<file path="config.mk">
export PLATFORM = sky130hd
export DESIGN_NAME = adc_input_result_control
export DESIGN_NICKNAME = d
export VERILOG_FILES = /design/src/inc/adc_ctrl_pkg.sv /design/src/verilog/adc_input_result_control.sv
export SDC_FILE = /design/constraint.sdc
export NUM_CORES = 1
export LEC_CHECK = 0
export ABC_AREA = 1
export BUFFER_PORTS_ARGS = -buffer_cell sky130_fd_sc_hd__buf_4
export CAP_MARGIN = 20
export CORE_ASPECT_RATIO = 0.8
export CORE_MARGIN = 8
export CORE_UTILIZATION = 57
export CTS_BUF_LIST = sky130_fd_sc_hd__clkbuf_16
export DETAILED_ROUTE_END_ITERATION = 10
export MAX_ROUTING_LAYER = met4
export PLACE_DENSITY = 0.79
export SLEW_MARGIN = 20
export SYNTH_ARGS = -nofsm -noshare
export SYNTH_HDL_FRONTEND = slang
export SYNTH_SLANG_ARGS = --single-unit
export TNS_END_PERCENT = 10
</file>
<file path="constraint.sdc">
create_clock -name clk_sys -period 2.8 [get_ports clk_sys]
set_input_delay 0.42 -clock clk_sys [delete_from_list [all_inputs] [get_ports clk_sys]]
set_output_delay 0.42 -clock clk_sys [all_outputs]
set_load 0.02 [all_outputs]
</file>
<file path="src/inc/adc_ctrl_pkg.sv">
// constants, enumerations and carriers for the converter control block
// assumes a single 50 mhz peripheral clock and a 16-bit register port
package adc_ctrl_pkg;

  // ==========================================================
  // register port
  localparam int          ADDR_W       = 3;
  localparam int          DATA_W       = 16;
  localparam logic [2:0]  OFF_CTRL     = 3'h0;
  localparam logic [2:0]  OFF_CONF     = 3'h1;
  localparam logic [2:0]  OFF_MUX      = 3'h2;
  localparam logic [2:0]  OFF_EVT      = 3'h3;
  localparam logic [2:0]  OFF_CMP      = 3'h4;
  localparam logic [2:0]  OFF_RES      = 3'h5;
  localparam logic [2:0]  OFF_STAT     = 3'h6;

  // ==========================================================
  // field positions
  localparam int          CTRL_ENABLE  = 0;
  localparam int          CTRL_START   = 1;
  localparam int          CTRL_FLUSH   = 2;
  localparam int          CONF_SIGNED  = 0;
  localparam int          CONF_RES_LO  = 1;
  localparam int          CONF_REF_LO  = 3;
  localparam int          MUX_MODE_LO  = 0;
  localparam int          MUX_POS_LO   = 2;
  localparam int          MUX_NEG_LO   = 6;
  localparam int          MUX_INT_LO   = 8;
  localparam int          MUX_GAIN_LO  = 10;
  localparam int          EVT_CMP_EN   = 4;
  localparam int          EVT_ABOVE    = 5;
  localparam int          STAT_FLAG    = 0;
  localparam int          STAT_BUSY    = 1;
  localparam int          NUM_CHAN     = 4;
  localparam int          RAW_W        = 12;

  // ==========================================================
  // reset values
  localparam logic [15:0] RST_CONF     = 16'h0000;
  localparam logic [15:0] RST_MUX      = 16'h0000;
  localparam logic [15:0] RST_EVT      = 16'h0000;
  localparam logic [11:0] RST_CMP      = 12'h000;

  // ==========================================================
  // conversion length in clocks: base plus half the resolution plus gain
  localparam logic [3:0]  CONV_BASE    = 4'h1;
  localparam logic [3:0]  HALF_RES8    = 4'h4;
  localparam logic [3:0]  HALF_RES12   = 4'h6;
  localparam logic [3:0]  NEG_HIGH_BASE = 4'h4;

  typedef enum logic [1:0] {
    MEAS_DIFF      = 2'h0,
    MEAS_DIFF_GAIN = 2'h1,
    MEAS_SINGLE    = 2'h2,
    MEAS_INTERNAL  = 2'h3
  } meas_t;

  typedef enum logic [1:0] {
    twelve_right_adjusted = 2'h0,
    res_reserved          = 2'h1,
    eight_right_adjusted  = 2'h2,
    twelve_left_adjusted  = 2'h3
  } res_t;

  typedef enum logic [1:0] {
    NEG_PIN      = 2'h0,
    NEG_GROUND   = 2'h1,
    NEG_HALF_REF = 2'h2
  } neg_t;

  typedef enum logic [1:0] {
    INT_TEMP       = 2'h0,
    INT_BANDGAP    = 2'h1,
    INT_SUPPLY_D10 = 2'h2
  } internal_t;

  typedef enum logic [1:0] {
    REF_INT_1V00   = 2'h0,
    REF_SUPPLY_D16 = 2'h1,
    REF_EXT_PORT_A = 2'h2,
    REF_EXT_PORT_B = 2'h3
  } ref_t;

  typedef enum logic [2:0] {
    GAIN_1X = 3'h0, GAIN_2X = 3'h1, GAIN_4X = 3'h2, GAIN_8X = 3'h3,
    GAIN_16X = 3'h4, GAIN_32X = 3'h5, GAIN_64X = 3'h6, GAIN_HALF = 3'h7
  } gain_t;

  typedef enum logic [1:0] {
    ST_IDLE   = 2'b00,
    ST_CONV   = 2'b01,
    ST_FINISH = 2'b11
  } state_t;

  // routing handed to the analog core
  typedef struct packed {
    logic [3:0] pos_pin;
    logic       pos_internal;
    internal_t  internal_sel;
    neg_t       neg_kind;
    logic [2:0] neg_pin;
    logic       gain_en;
    gain_t      gain;
    ref_t       ref_sel;
  } route_t;

endpackage

</file>
<file path="src/verilog/adc_input_result_control.sv">
// converter control: input routing, start, sequencing, result format, compare
// assumes an analog core that holds a 12-bit code on conv_raw through the last conversion clock after conv_start
`timescale 1ns/1ns

//
// Operation
// - plain differential: any positive pin, negative pins 0 to 3
// - gained differential: any positive pin, negative pins 4 to 7
// - gain offers 1x to 64x in powers of two, plus half
// - signed single-ended: negative input goes to internal ground
// - unsigned single-ended or internal: negative input at half reference minus offset
// - internal sources: temperature, bandgap, supply divided by ten
// - reference: internal 1.00 V, supply over 1.6, external port A or B
// - signed 12-bit result spans -2048 to +2047 in two's complement
// - unsigned 12-bit result spans 0 to 4095
// - 16-bit result register; 8-bit result sits in the low byte
// - 12-bit result right or left adjusted; left puts top eight bits high
// - signed 12-bit right adjusted copies bit 11 into bits 12 to 15
// - signed 8-bit copies bit 7 across the high byte
// - 8-bit conversion finishes sooner than 12-bit
// - 12-bit threshold; compare flags only above or below as selected
// - start by software start bit or any enabled event channel
// - resolution code 00 12 right, 10 8 right, 11 12 left, 01 reserved
// - mode bit resets to unsigned; one selects signed
// - start bit cleared by hardware when the conversion begins
// - completion can raise interrupt request and event instead of compare
module adc_input_result_control (
  input  wire logic                             clk_sys,
  input  wire logic                             rst_b,
  input  wire logic [adc_ctrl_pkg::ADDR_W-1:0]  reg_addr,
  input  wire logic [adc_ctrl_pkg::DATA_W-1:0]  reg_wdata,
  input  wire logic                             reg_write,
  input  wire logic                             reg_read,
  output logic      [adc_ctrl_pkg::DATA_W-1:0]  reg_rdata,
  input  wire logic [adc_ctrl_pkg::NUM_CHAN-1:0] event_channel,
  input  wire logic [adc_ctrl_pkg::RAW_W-1:0]   conv_raw,
  output logic                                  conv_start,
  output logic                                  conv_eight,
  output adc_ctrl_pkg::route_t                  route,
  output logic                                  irq_request,
  output logic                                  conv_event
);
  import adc_ctrl_pkg::*;

  // ==========================================================
  // registers
  logic        enable;
  logic        start_pending;
  logic [15:0] conf;
  logic [15:0] mux;
  logic [15:0] evt;
  logic [11:0] threshold;
  logic [15:0] result;
  logic        flag;
  state_t      state;
  logic [3:0]  count;
  logic [11:0] raw_hold;

  // ==========================================================
  // decode
  wire logic wr_ctrl = reg_write && (reg_addr == OFF_CTRL);
  wire logic wr_conf = reg_write && (reg_addr == OFF_CONF);
  wire logic wr_mux  = reg_write && (reg_addr == OFF_MUX);
  wire logic wr_evt  = reg_write && (reg_addr == OFF_EVT);
  wire logic wr_cmp  = reg_write && (reg_addr == OFF_CMP);
  wire logic wr_stat = reg_write && (reg_addr == OFF_STAT);

  wire logic   sw_start  = wr_ctrl && reg_wdata[CTRL_START];
  wire logic   flush     = wr_ctrl && reg_wdata[CTRL_FLUSH];
  wire logic   ev_start  = |(event_channel & evt[NUM_CHAN-1:0]);
  wire logic   signed_md = conf[CONF_SIGNED];
  wire res_t   res_sel   = res_t'(conf[CONF_RES_LO +: 2]);
  wire ref_t   ref_sel   = ref_t'(conf[CONF_REF_LO +: 2]);
  wire meas_t  meas      = meas_t'(mux[MUX_MODE_LO +: 2]);
  wire gain_t  gain_sel  = gain_t'(mux[MUX_GAIN_LO +: 3]);
  wire logic   cmp_en    = evt[EVT_CMP_EN];
  wire logic   cmp_above = evt[EVT_ABOVE];
  wire logic   eight     = (res_sel == eight_right_adjusted);

  // ==========================================================
  // input routing
  wire logic is_diff   = (meas == MEAS_DIFF) || (meas == MEAS_DIFF_GAIN);
  wire logic is_gain   = (meas == MEAS_DIFF_GAIN);
  wire neg_t next_neg  = is_diff   ? NEG_PIN      :
                         signed_md ? NEG_GROUND   :
                                     NEG_HALF_REF;
  // negative pin picks from 0..3 plain, 4..7 through the gain stage
  wire logic [1:0] neg_field    = mux[MUX_NEG_LO +: 2];
  wire logic [2:0] next_neg_pin = is_gain ? {NEG_HIGH_BASE[2], neg_field}
                                          : {1'b0, neg_field};
  route_t next_route;
  assign next_route.pos_pin      = mux[MUX_POS_LO +: 4];
  assign next_route.pos_internal = (meas == MEAS_INTERNAL);
  assign next_route.internal_sel = internal_t'(mux[MUX_INT_LO +: 2]);
  assign next_route.neg_kind     = next_neg;
  assign next_route.neg_pin      = next_neg_pin;
  assign next_route.gain_en      = is_gain;
  assign next_route.gain         = gain_sel;
  assign next_route.ref_sel      = ref_sel;

  // ==========================================================
  // conversion length: the gain stage adds one to three clocks
  wire logic [3:0] gain_extra =
    !is_gain                                         ? 4'h0 :
    (gain_sel == GAIN_8X  || gain_sel == GAIN_16X)   ? 4'h2 :
    (gain_sel == GAIN_32X || gain_sel == GAIN_64X)   ? 4'h3 :
                                                       4'h1;
  wire logic [3:0] conv_len = CONV_BASE + (eight ? HALF_RES8 : HALF_RES12) + gain_extra;

  wire logic begin_conv = (state == ST_IDLE) && enable && start_pending && !flush;
  wire logic conv_last  = (state == ST_CONV) && (count == 4'h1);

  // ==========================================================
  // result formatting
  wire logic [7:0]  raw8  = raw_hold[11:4];
  wire logic [15:0] fmt_r12 = signed_md ? {{4{raw_hold[11]}}, raw_hold}
                                        : {4'h0, raw_hold};
  wire logic [15:0] fmt_r8  = signed_md ? {{8{raw8[7]}}, raw8}
                                        : {8'h00, raw8};
  wire logic [15:0] fmt_l12 = {raw_hold, 4'h0};
  wire logic [15:0] next_result = (res_sel == eight_right_adjusted) ? fmt_r8  :
                                  (res_sel == twelve_left_adjusted) ? fmt_l12 :
                                                                      fmt_r12;

  // ==========================================================
  // compare against the value being stored, so the flag and the register agree
  wire logic [15:0] thr16 = signed_md ? {{4{threshold[11]}}, threshold}
                                      : {4'h0, threshold};
  wire logic        above = signed_md ? ($signed(next_result) > $signed(thr16))
                                      : (next_result > thr16);
  wire logic        below = signed_md ? ($signed(next_result) < $signed(thr16))
                                      : (next_result < thr16);
  wire logic        hit   = cmp_en ? (cmp_above ? above : below) : 1'b1;
  wire logic        done  = (state == ST_FINISH) && hit;

  // ==========================================================
  // state machine
  state_t next_state;
  always_comb begin
    next_state = state;
    unique case (state)
      ST_IDLE:   if (begin_conv) next_state = ST_CONV;
      ST_CONV:   if (flush) next_state = ST_IDLE;
                 else if (conv_last) next_state = ST_FINISH;
      ST_FINISH: next_state = ST_IDLE;
      default:   next_state = ST_IDLE;
    endcase
  end

  always_ff @(posedge clk_sys) begin
    if (!rst_b) begin
      state <= ST_IDLE;
      count <= 4'h0;
    end else begin
      state <= next_state;
      count <= begin_conv ? conv_len : (count - 4'h1);
    end
  end

  // ==========================================================
  // control registers
  always_ff @(posedge clk_sys) begin
    if (!rst_b) begin
      enable        <= 1'b0;
      start_pending <= 1'b0;
      conf          <= RST_CONF;
      mux           <= RST_MUX;
      evt           <= RST_EVT;
      threshold     <= RST_CMP;
    end else begin
      if (wr_ctrl) enable <= reg_wdata[CTRL_ENABLE];
      // a new request in the begin cycle survives the clear
      if (sw_start || ev_start) start_pending <= 1'b1;
      else if (begin_conv) start_pending <= 1'b0;
      if (wr_conf) conf <= reg_wdata;
      if (wr_mux) mux <= reg_wdata;
      if (wr_evt) evt <= reg_wdata;
      if (wr_cmp) threshold <= reg_wdata[11:0];
    end
  end

  // ==========================================================
  // result, flag and outputs
  always_ff @(posedge clk_sys) begin
    if (!rst_b) begin
      raw_hold <= 12'h000;
      result   <= 16'h0000;
      flag     <= 1'b0;
    end else begin
      if (conv_last && !flush) raw_hold <= conv_raw;
      if (state == ST_FINISH) result <= next_result;
      // set wins over a write-one clear in the same cycle
      if (done) flag <= 1'b1;
      else if (wr_stat && reg_wdata[STAT_FLAG]) flag <= 1'b0;
    end
  end

  // result and flag land on the same edge, so a read after the flag sees it
  always_ff @(posedge clk_sys) begin
    if (!rst_b) begin
      conv_start  <= 1'b0;
      conv_eight  <= 1'b0;
      route       <= '0;
      irq_request <= 1'b0;
      conv_event  <= 1'b0;
    end else begin
      conv_start  <= begin_conv;
      conv_eight  <= eight;
      route       <= next_route;
      irq_request <= flag || done;
      conv_event  <= done;
    end
  end

  // ==========================================================
  // read port: data stand one cycle after the strobe
  logic [15:0] rd_mux;
  always_comb begin
    rd_mux = 16'h0000;
    unique case (reg_addr)
      OFF_CTRL: rd_mux = {14'h0000, start_pending, enable};
      OFF_CONF: rd_mux = conf;
      OFF_MUX:  rd_mux = mux;
      OFF_EVT:  rd_mux = evt;
      OFF_CMP:  rd_mux = {4'h0, threshold};
      OFF_RES:  rd_mux = result;
      OFF_STAT: rd_mux = {14'h0000, (state != ST_IDLE), flag};
      default:  rd_mux = 16'h0000;
    endcase
  end

  always_ff @(posedge clk_sys) begin
    if (!rst_b) reg_rdata <= 16'h0000;
    else if (reg_read) reg_rdata <= rd_mux;
    else reg_rdata <= 16'h0000;
  end

endmodule
</file>
; ---- After elaboration in Yosys (flattened, before gate mapping)
; Cells that the tools add are included.
[op_classes]
add_sub_neg = 3
mul = 0
div = 0
magnitude_cmp = 4
n_eq_ne = 19
shifts = 0
muxes = 25
bitwise_logic = 2
reduce_logical = 31
[ops]
columns = cell, n
row1 = $pmux 16 s7, 1
row2 = $mux 16, 5
row3 = $gt 16x16->1, 2
row4 = $lt 16x16->1, 2
row5 = $eq 3x3->1 const B, 6
row6 = $mux 2, 8
row7 = $logic_and 1x1->1, 15
row8 = $eq 3x2->1 const B, 3
row9 = $eq 2x2->1 const B, 4
row10 = $mux 1, 8
row11 = $reduce_bool 2->1, 3
row12 = $logic_or 1x1->1, 5
row13 = $add 1x3->4 const A, 1
row14 = $add 4x2->4, 1
row15 = $and 4x4->4, 1
row16 = $eq 2x1->1 const B, 2
row17 = $eq 4x1->1 const B, 1
row18 = $logic_not 2->1, 2
row19 = $mux 4, 1
row20 = $pmux 2 s2, 1
row21 = $reduce_and 2->1, 2
row22 = $reduce_or 4->1, 1
row23 = $sub 4x1->4 const B, 1
row24 = $eq 3x1->1 const B, 1
row25 = other kinds (7), 7
[totals]
regBits = 135
latchBits = 0
ram_bits = 0
romBits = 0
out_inout_bits = 38
word_cells = 108
memories = 0

; ---- Longest topological paths before layout
[logic_depth]
depth_word = 9
depth_mapped = 22
ltp_nobuf = 21

; ---- Least setup slack after synthesis
; No wires, ideal clock.
[synth_timing]
kind = register to register
from = reg conf[2]
to = reg flag
setup_time_ps = 125
arrival_time_ps = 1980
required_time_ps = 2675
setup_slack_ps = 695
stages_incl_launch_ff = 18
path_buffers = 1
path_cell_list = dfxtp_1 -> buf_6 -> inv_2 -> nor2_2 -> nand2_1 -> inv_1 -> a221oi_1 -> ha_1 -> a21oi_1 -> nand2_1 -> a21oi_1 -> nand2_1 -> nand2_1 -> nand2_1 -> nand2_1 -> nand3_1 -> nand2_1 -> nand2_1
[synth_lines]
columns = item, line
row1 = start: declaration, adc_input_result_control.sv:49  ; logic [15:0] conf;
row2 = start signal: assignment, adc_input_result_control.sv:175  ; if (wr_conf) conf <= reg_wdata;
row3 = $eq 2x2->1 (*), --
row4 = net eight, adc_input_result_control.sv:78  ; wire logic eight = (res_sel == eight_right_adjusted);
row5 = $mux 16 (*), adc_input_result_control.sv:121  ; wire logic [15:0] next_result = (res_sel == eight_right_adjusted) ? fmt_r8 :
row6 = net next_result[11], adc_input_result_control.sv:121
row7 = $lt 16x16->1 (tied with other cells), adc_input_result_control.sv:132  ; : (next_result < thr16);
row8 = "$mux 1, on equally long branches", "adc_input_result_control.sv:131, adc_input_result_control.sv:129"
row9 = $mux 1 (*) (2 in series), adc_input_result_control.sv:133  ; wire logic hit = cmp_en ? (cmp_above ? above : below) : 1'b1;
row10 = $logic_and 1x1->1 (*), adc_input_result_control.sv:134  ; wire logic done = (state == ST_FINISH) && hit;
row11 = $mux 1 or $reduce_bool 2->1 (tied branches), --
row12 = end signal: assignment, adc_input_result_control.sv:188  ; flag <= 1'b0;
row13 = end signal: assignment, adc_input_result_control.sv:193  ; if (done) flag <= 1'b1;
row14 = end signal: assignment, adc_input_result_control.sv:194  ; else if (wr_stat && reg_wdata[STAT_FLAG]) flag <= 1'b0;
row15 = end: declaration, adc_input_result_control.sv:54  ; logic flag;
; The timed path passes the listed nets; every way through them passes the cells marked *.
; A chain may end at the register's enable or synchronous reset.

; ---- Worst setup path in the final report
[layout_timing]
from = reg conf[1]
to = reg flag
[layout_via]
elab_chain_cells = 9
[layout_rtl]
columns = item, line
row1 = $eq 2x2->1, adc_input_result_control.sv:122  ; (res_sel == twelve_left_adjusted) ? fmt_l12 :
row2 = $mux 16, adc_input_result_control.sv:122
row3 = $mux 16 (*), adc_input_result_control.sv:121
row4 = net next_result[13], adc_input_result_control.sv:121
row5 = $lt 16x16->1 (tied with other cells), adc_input_result_control.sv:132
row6 = "$mux 1, on equally long branches", "adc_input_result_control.sv:131, adc_input_result_control.sv:129"
row7 = $mux 1 (*) (2 in series), adc_input_result_control.sv:133
row8 = $logic_and 1x1->1 (*), adc_input_result_control.sv:134
row9 = $mux 1 or $reduce_bool 2->1 (tied branches), --
; Marked as above.

==> flow_summary.ini <==
[grt]
antenna_found_initial = 0
first_global_vias = 5140
grt_max_degree = 70
grt_usage = 0.2432
overflow = 0
grt_first_pass_wirelength_mm = 25.56

[job]
drv_cap = 0

[final_layout]
drive_above_1_share = 0.1736
multi_input_area_sq_um = 2350
fin_nets = 840
seq_area_sq_um = 2683
syn_to_final_growth_pct = 20.82
fill_cells = 763
utilization = 0.7058
n_antenna_cell = 0

[timing]
setup_violations = 0
rsz0062_at_grt = no
finalSetupTns_ns = 0
slew_violations = 0
fmaxAchievable_mhz = 404.7
finalCriticalPeriod_ns = 2.471
slew_headroom = 0.5197
hold_violations = 0
post-route-period-util = 0.8825
skew_ns = 0.01018
setup_slack_ns = 0.3290
worst_pin_slew_ns = 0.7187

[power_and_ir_drop]
p_leak_nw = 2.923
total_power_mw = 4.363
power_density_nw_per_um2 = 640.7
ir_drop_uv = 465.1

[placement]
hpwlAfterDp_mm = 10.99
portBuffers = 76
place_congestion = 0.9355
dp_slack_ns = 0.3191

[hold_path]
worstHoldPathType = in -> reg

[routing]
drt_wl_total_mm = 15.75
ant_nets = 0
drc = 0
vias_per_cell = 5.654
drt_first_pass_iters = 5
routedWlPerCell_microns = 16.92
vias = 5264
detail_route.iter0.violations = 664

[floorplanning]
initial_core_util = 0.5842
core-area_sq_um = 9649
die_w_microns = 127.2
die_area_sq_um = 13350
die_y_microns = 104.9
row_count = 32
num_io_pins = 77

[clock_network]
clock-sinks = 134
cts_setup_buffers = 0
htreeDepth = 4
clkLatencyLatePin_ns = 0.42
cts_tree = yes
root_buffer = clkbuf_16
clk_pin_slew_ns = 0.05
clock_path_buffers = 2
cts_buffers = 17

[critical_path]
path_class = reg -> reg
start_kind = register
critPathMaxFanout = 8
worstPathRequired_ns = 3.09
cp-end-kind = register
worstPathArrival_ns = 2.76

[synthesis]
synthMostInstantiatedCell = dfxtp_1
yosys_warnings = 0
syn-num-nets = 774
syn_avg_cell_area_sq_um = 7.872
netlist_area_sq_um = 5637
yosys-top-cells-count = 134 x dfxtp_1, 113 x inv_1, 96 x a21oi_1, 81 x nand2_1, 69 x o21ai_0
synth.distinct_cells = 35
synth_flop_cell = dfxtp_1
yosysSeqAreaShare = 0.4759
synth_area_leaders = dfxtp_1 48%, a21oi_1 8.5%, inv_1 7.5%, o21ai_0 6.1%, nand2_1 5.4%
synth_edf_count = 0
ys_ff_latch = 134
synth_top_area_cell = dfxtp_1
syn_inst = 716
async_flop_share = 0
netlist.area_leader.share = 0.4759

[run_status]
status = finished, final reports clean
## flip-flops by register name, summed over array words and instances, names as in the netlist, 12 cells and up
name and flops:
route 17, conf 16, evt 16, mux 16
reg_rdata 16, result 16, raw_hold 12, threshold 12
## layout make-up
type                            instances  area share
Sequential cell                       134      0.3939
Multi-Input combinational cell        428      0.3450
Timing Repair Buffer                   83     0.09149
Inverter                              118     0.06504
Clock buffer                           17     0.06247
Tap cell                              136     0.02499
Clock inverter                         15     0.01709
## cell families (layout without fill, tap and decap cells)
family	count (synthesis)	count (layout)	share of synthesized area
DFF	134	134	0.4759
xor gates and xnor gates	2	2	0.003108
adders and majority gates	19	19	0.04351
and+or+nand+nor	165	165	0.1232
buffers and inverters	154	233	0.1125
AOI/OAI and AO/OA	242	242	0.2417
## layer usage
metal	global-route usage	part of all wire
met2	0.3973	0.48
met5	-	0
met3	0.04469	0.080
met4	0.09153	0.014
met1	0.2934	0.43
## what timing repair did
item,in CTS,in global routing
endpoints found under the setup margin,0,3
hold buffers,0,0
gates resized for setup,0,5
## worst paths after layout
path | startpoint | end | slack (ns) | depth (start not counted)
worst max register to register | conf[1] | flag | 0.33 | 18
worst max-delay path | conf[1] | flag | 0.33 | 18
worst min-delay path | conv_raw[9] | raw_hold[9] | 0.27 | 3
worst min register to register | mux[7] | route[7] | 0.43 | 2
## power breakdown
part | switching [mW] | internal (mW) | leakage, nW | total, mW
clock network | 0.834 | 1.21 | 0.283 | 2.04
registers | 0.0237 | 1.96 | 1.09 | 1.98
logic | 0.217 | 0.126 | 1.55 | 0.343
## worst max-delay path: stages (launching register included)
cell and delay, ns:
dfxtp_1 0.40, nand2_1 0.17, inv_2 0.16, nor2_1 0.07
inv_1 0.06, o21ai_0 0.12, ha_1 0.33, nand2_1 0.06
inv_1 0.04, o21bai_1 0.12, nand2_1 0.07, a21oi_1 0.17
nand2_1 0.07, nand2_1 0.08, nand2_1 0.05, nand2_1 0.05
nand3_1 0.12, nand2_1 0.14, nand2_1 0.06
## layout by cell type, fill, tap and decap left out
cell type / count
and3_1: 1
clkinv_2: 7
nor3_1: 2
nor4_1: 1
o22ai_1: 31
inv_6: 1
o221ai_1: 1
a22o_1: 1
nand4_1: 1
o22ai_2: 4
o21bai_1: 1
o21ai_0: 69
inv_1: 115
a31oi_1: 2
nand2_2: 6
o21ai_1: 11
a21o_1: 1
dfxtp_1: 134
nor2_4: 3
inv_2: 5
xor2_1: 2
fa_1: 1
nor2_2: 4
a2111oi_2: 1
a21oi_1: 96
ha_1: 18
buf_4: 83
o311ai_0: 1
a221oi_1: 9
clkbuf_16: 17
a211oi_1: 12
nand3_1: 18
nor2_1: 48
nand2_1: 81
bufinv_16: 1
a211oi_2: 2
clkinv_4: 4
## stage by stage
stage	cell area [sq um]	instances	hold WS, ns
final	6810	931	0.2675
after global routing	6810	931	0.2845
after CTS	6780	931	0.2638
after detailed placement	6238	899	0.4211
after global placement	6238	899	0.4216
after floorplan	5637	716	0.4071
No activity file was read; power rests on OpenSTA's default activity.
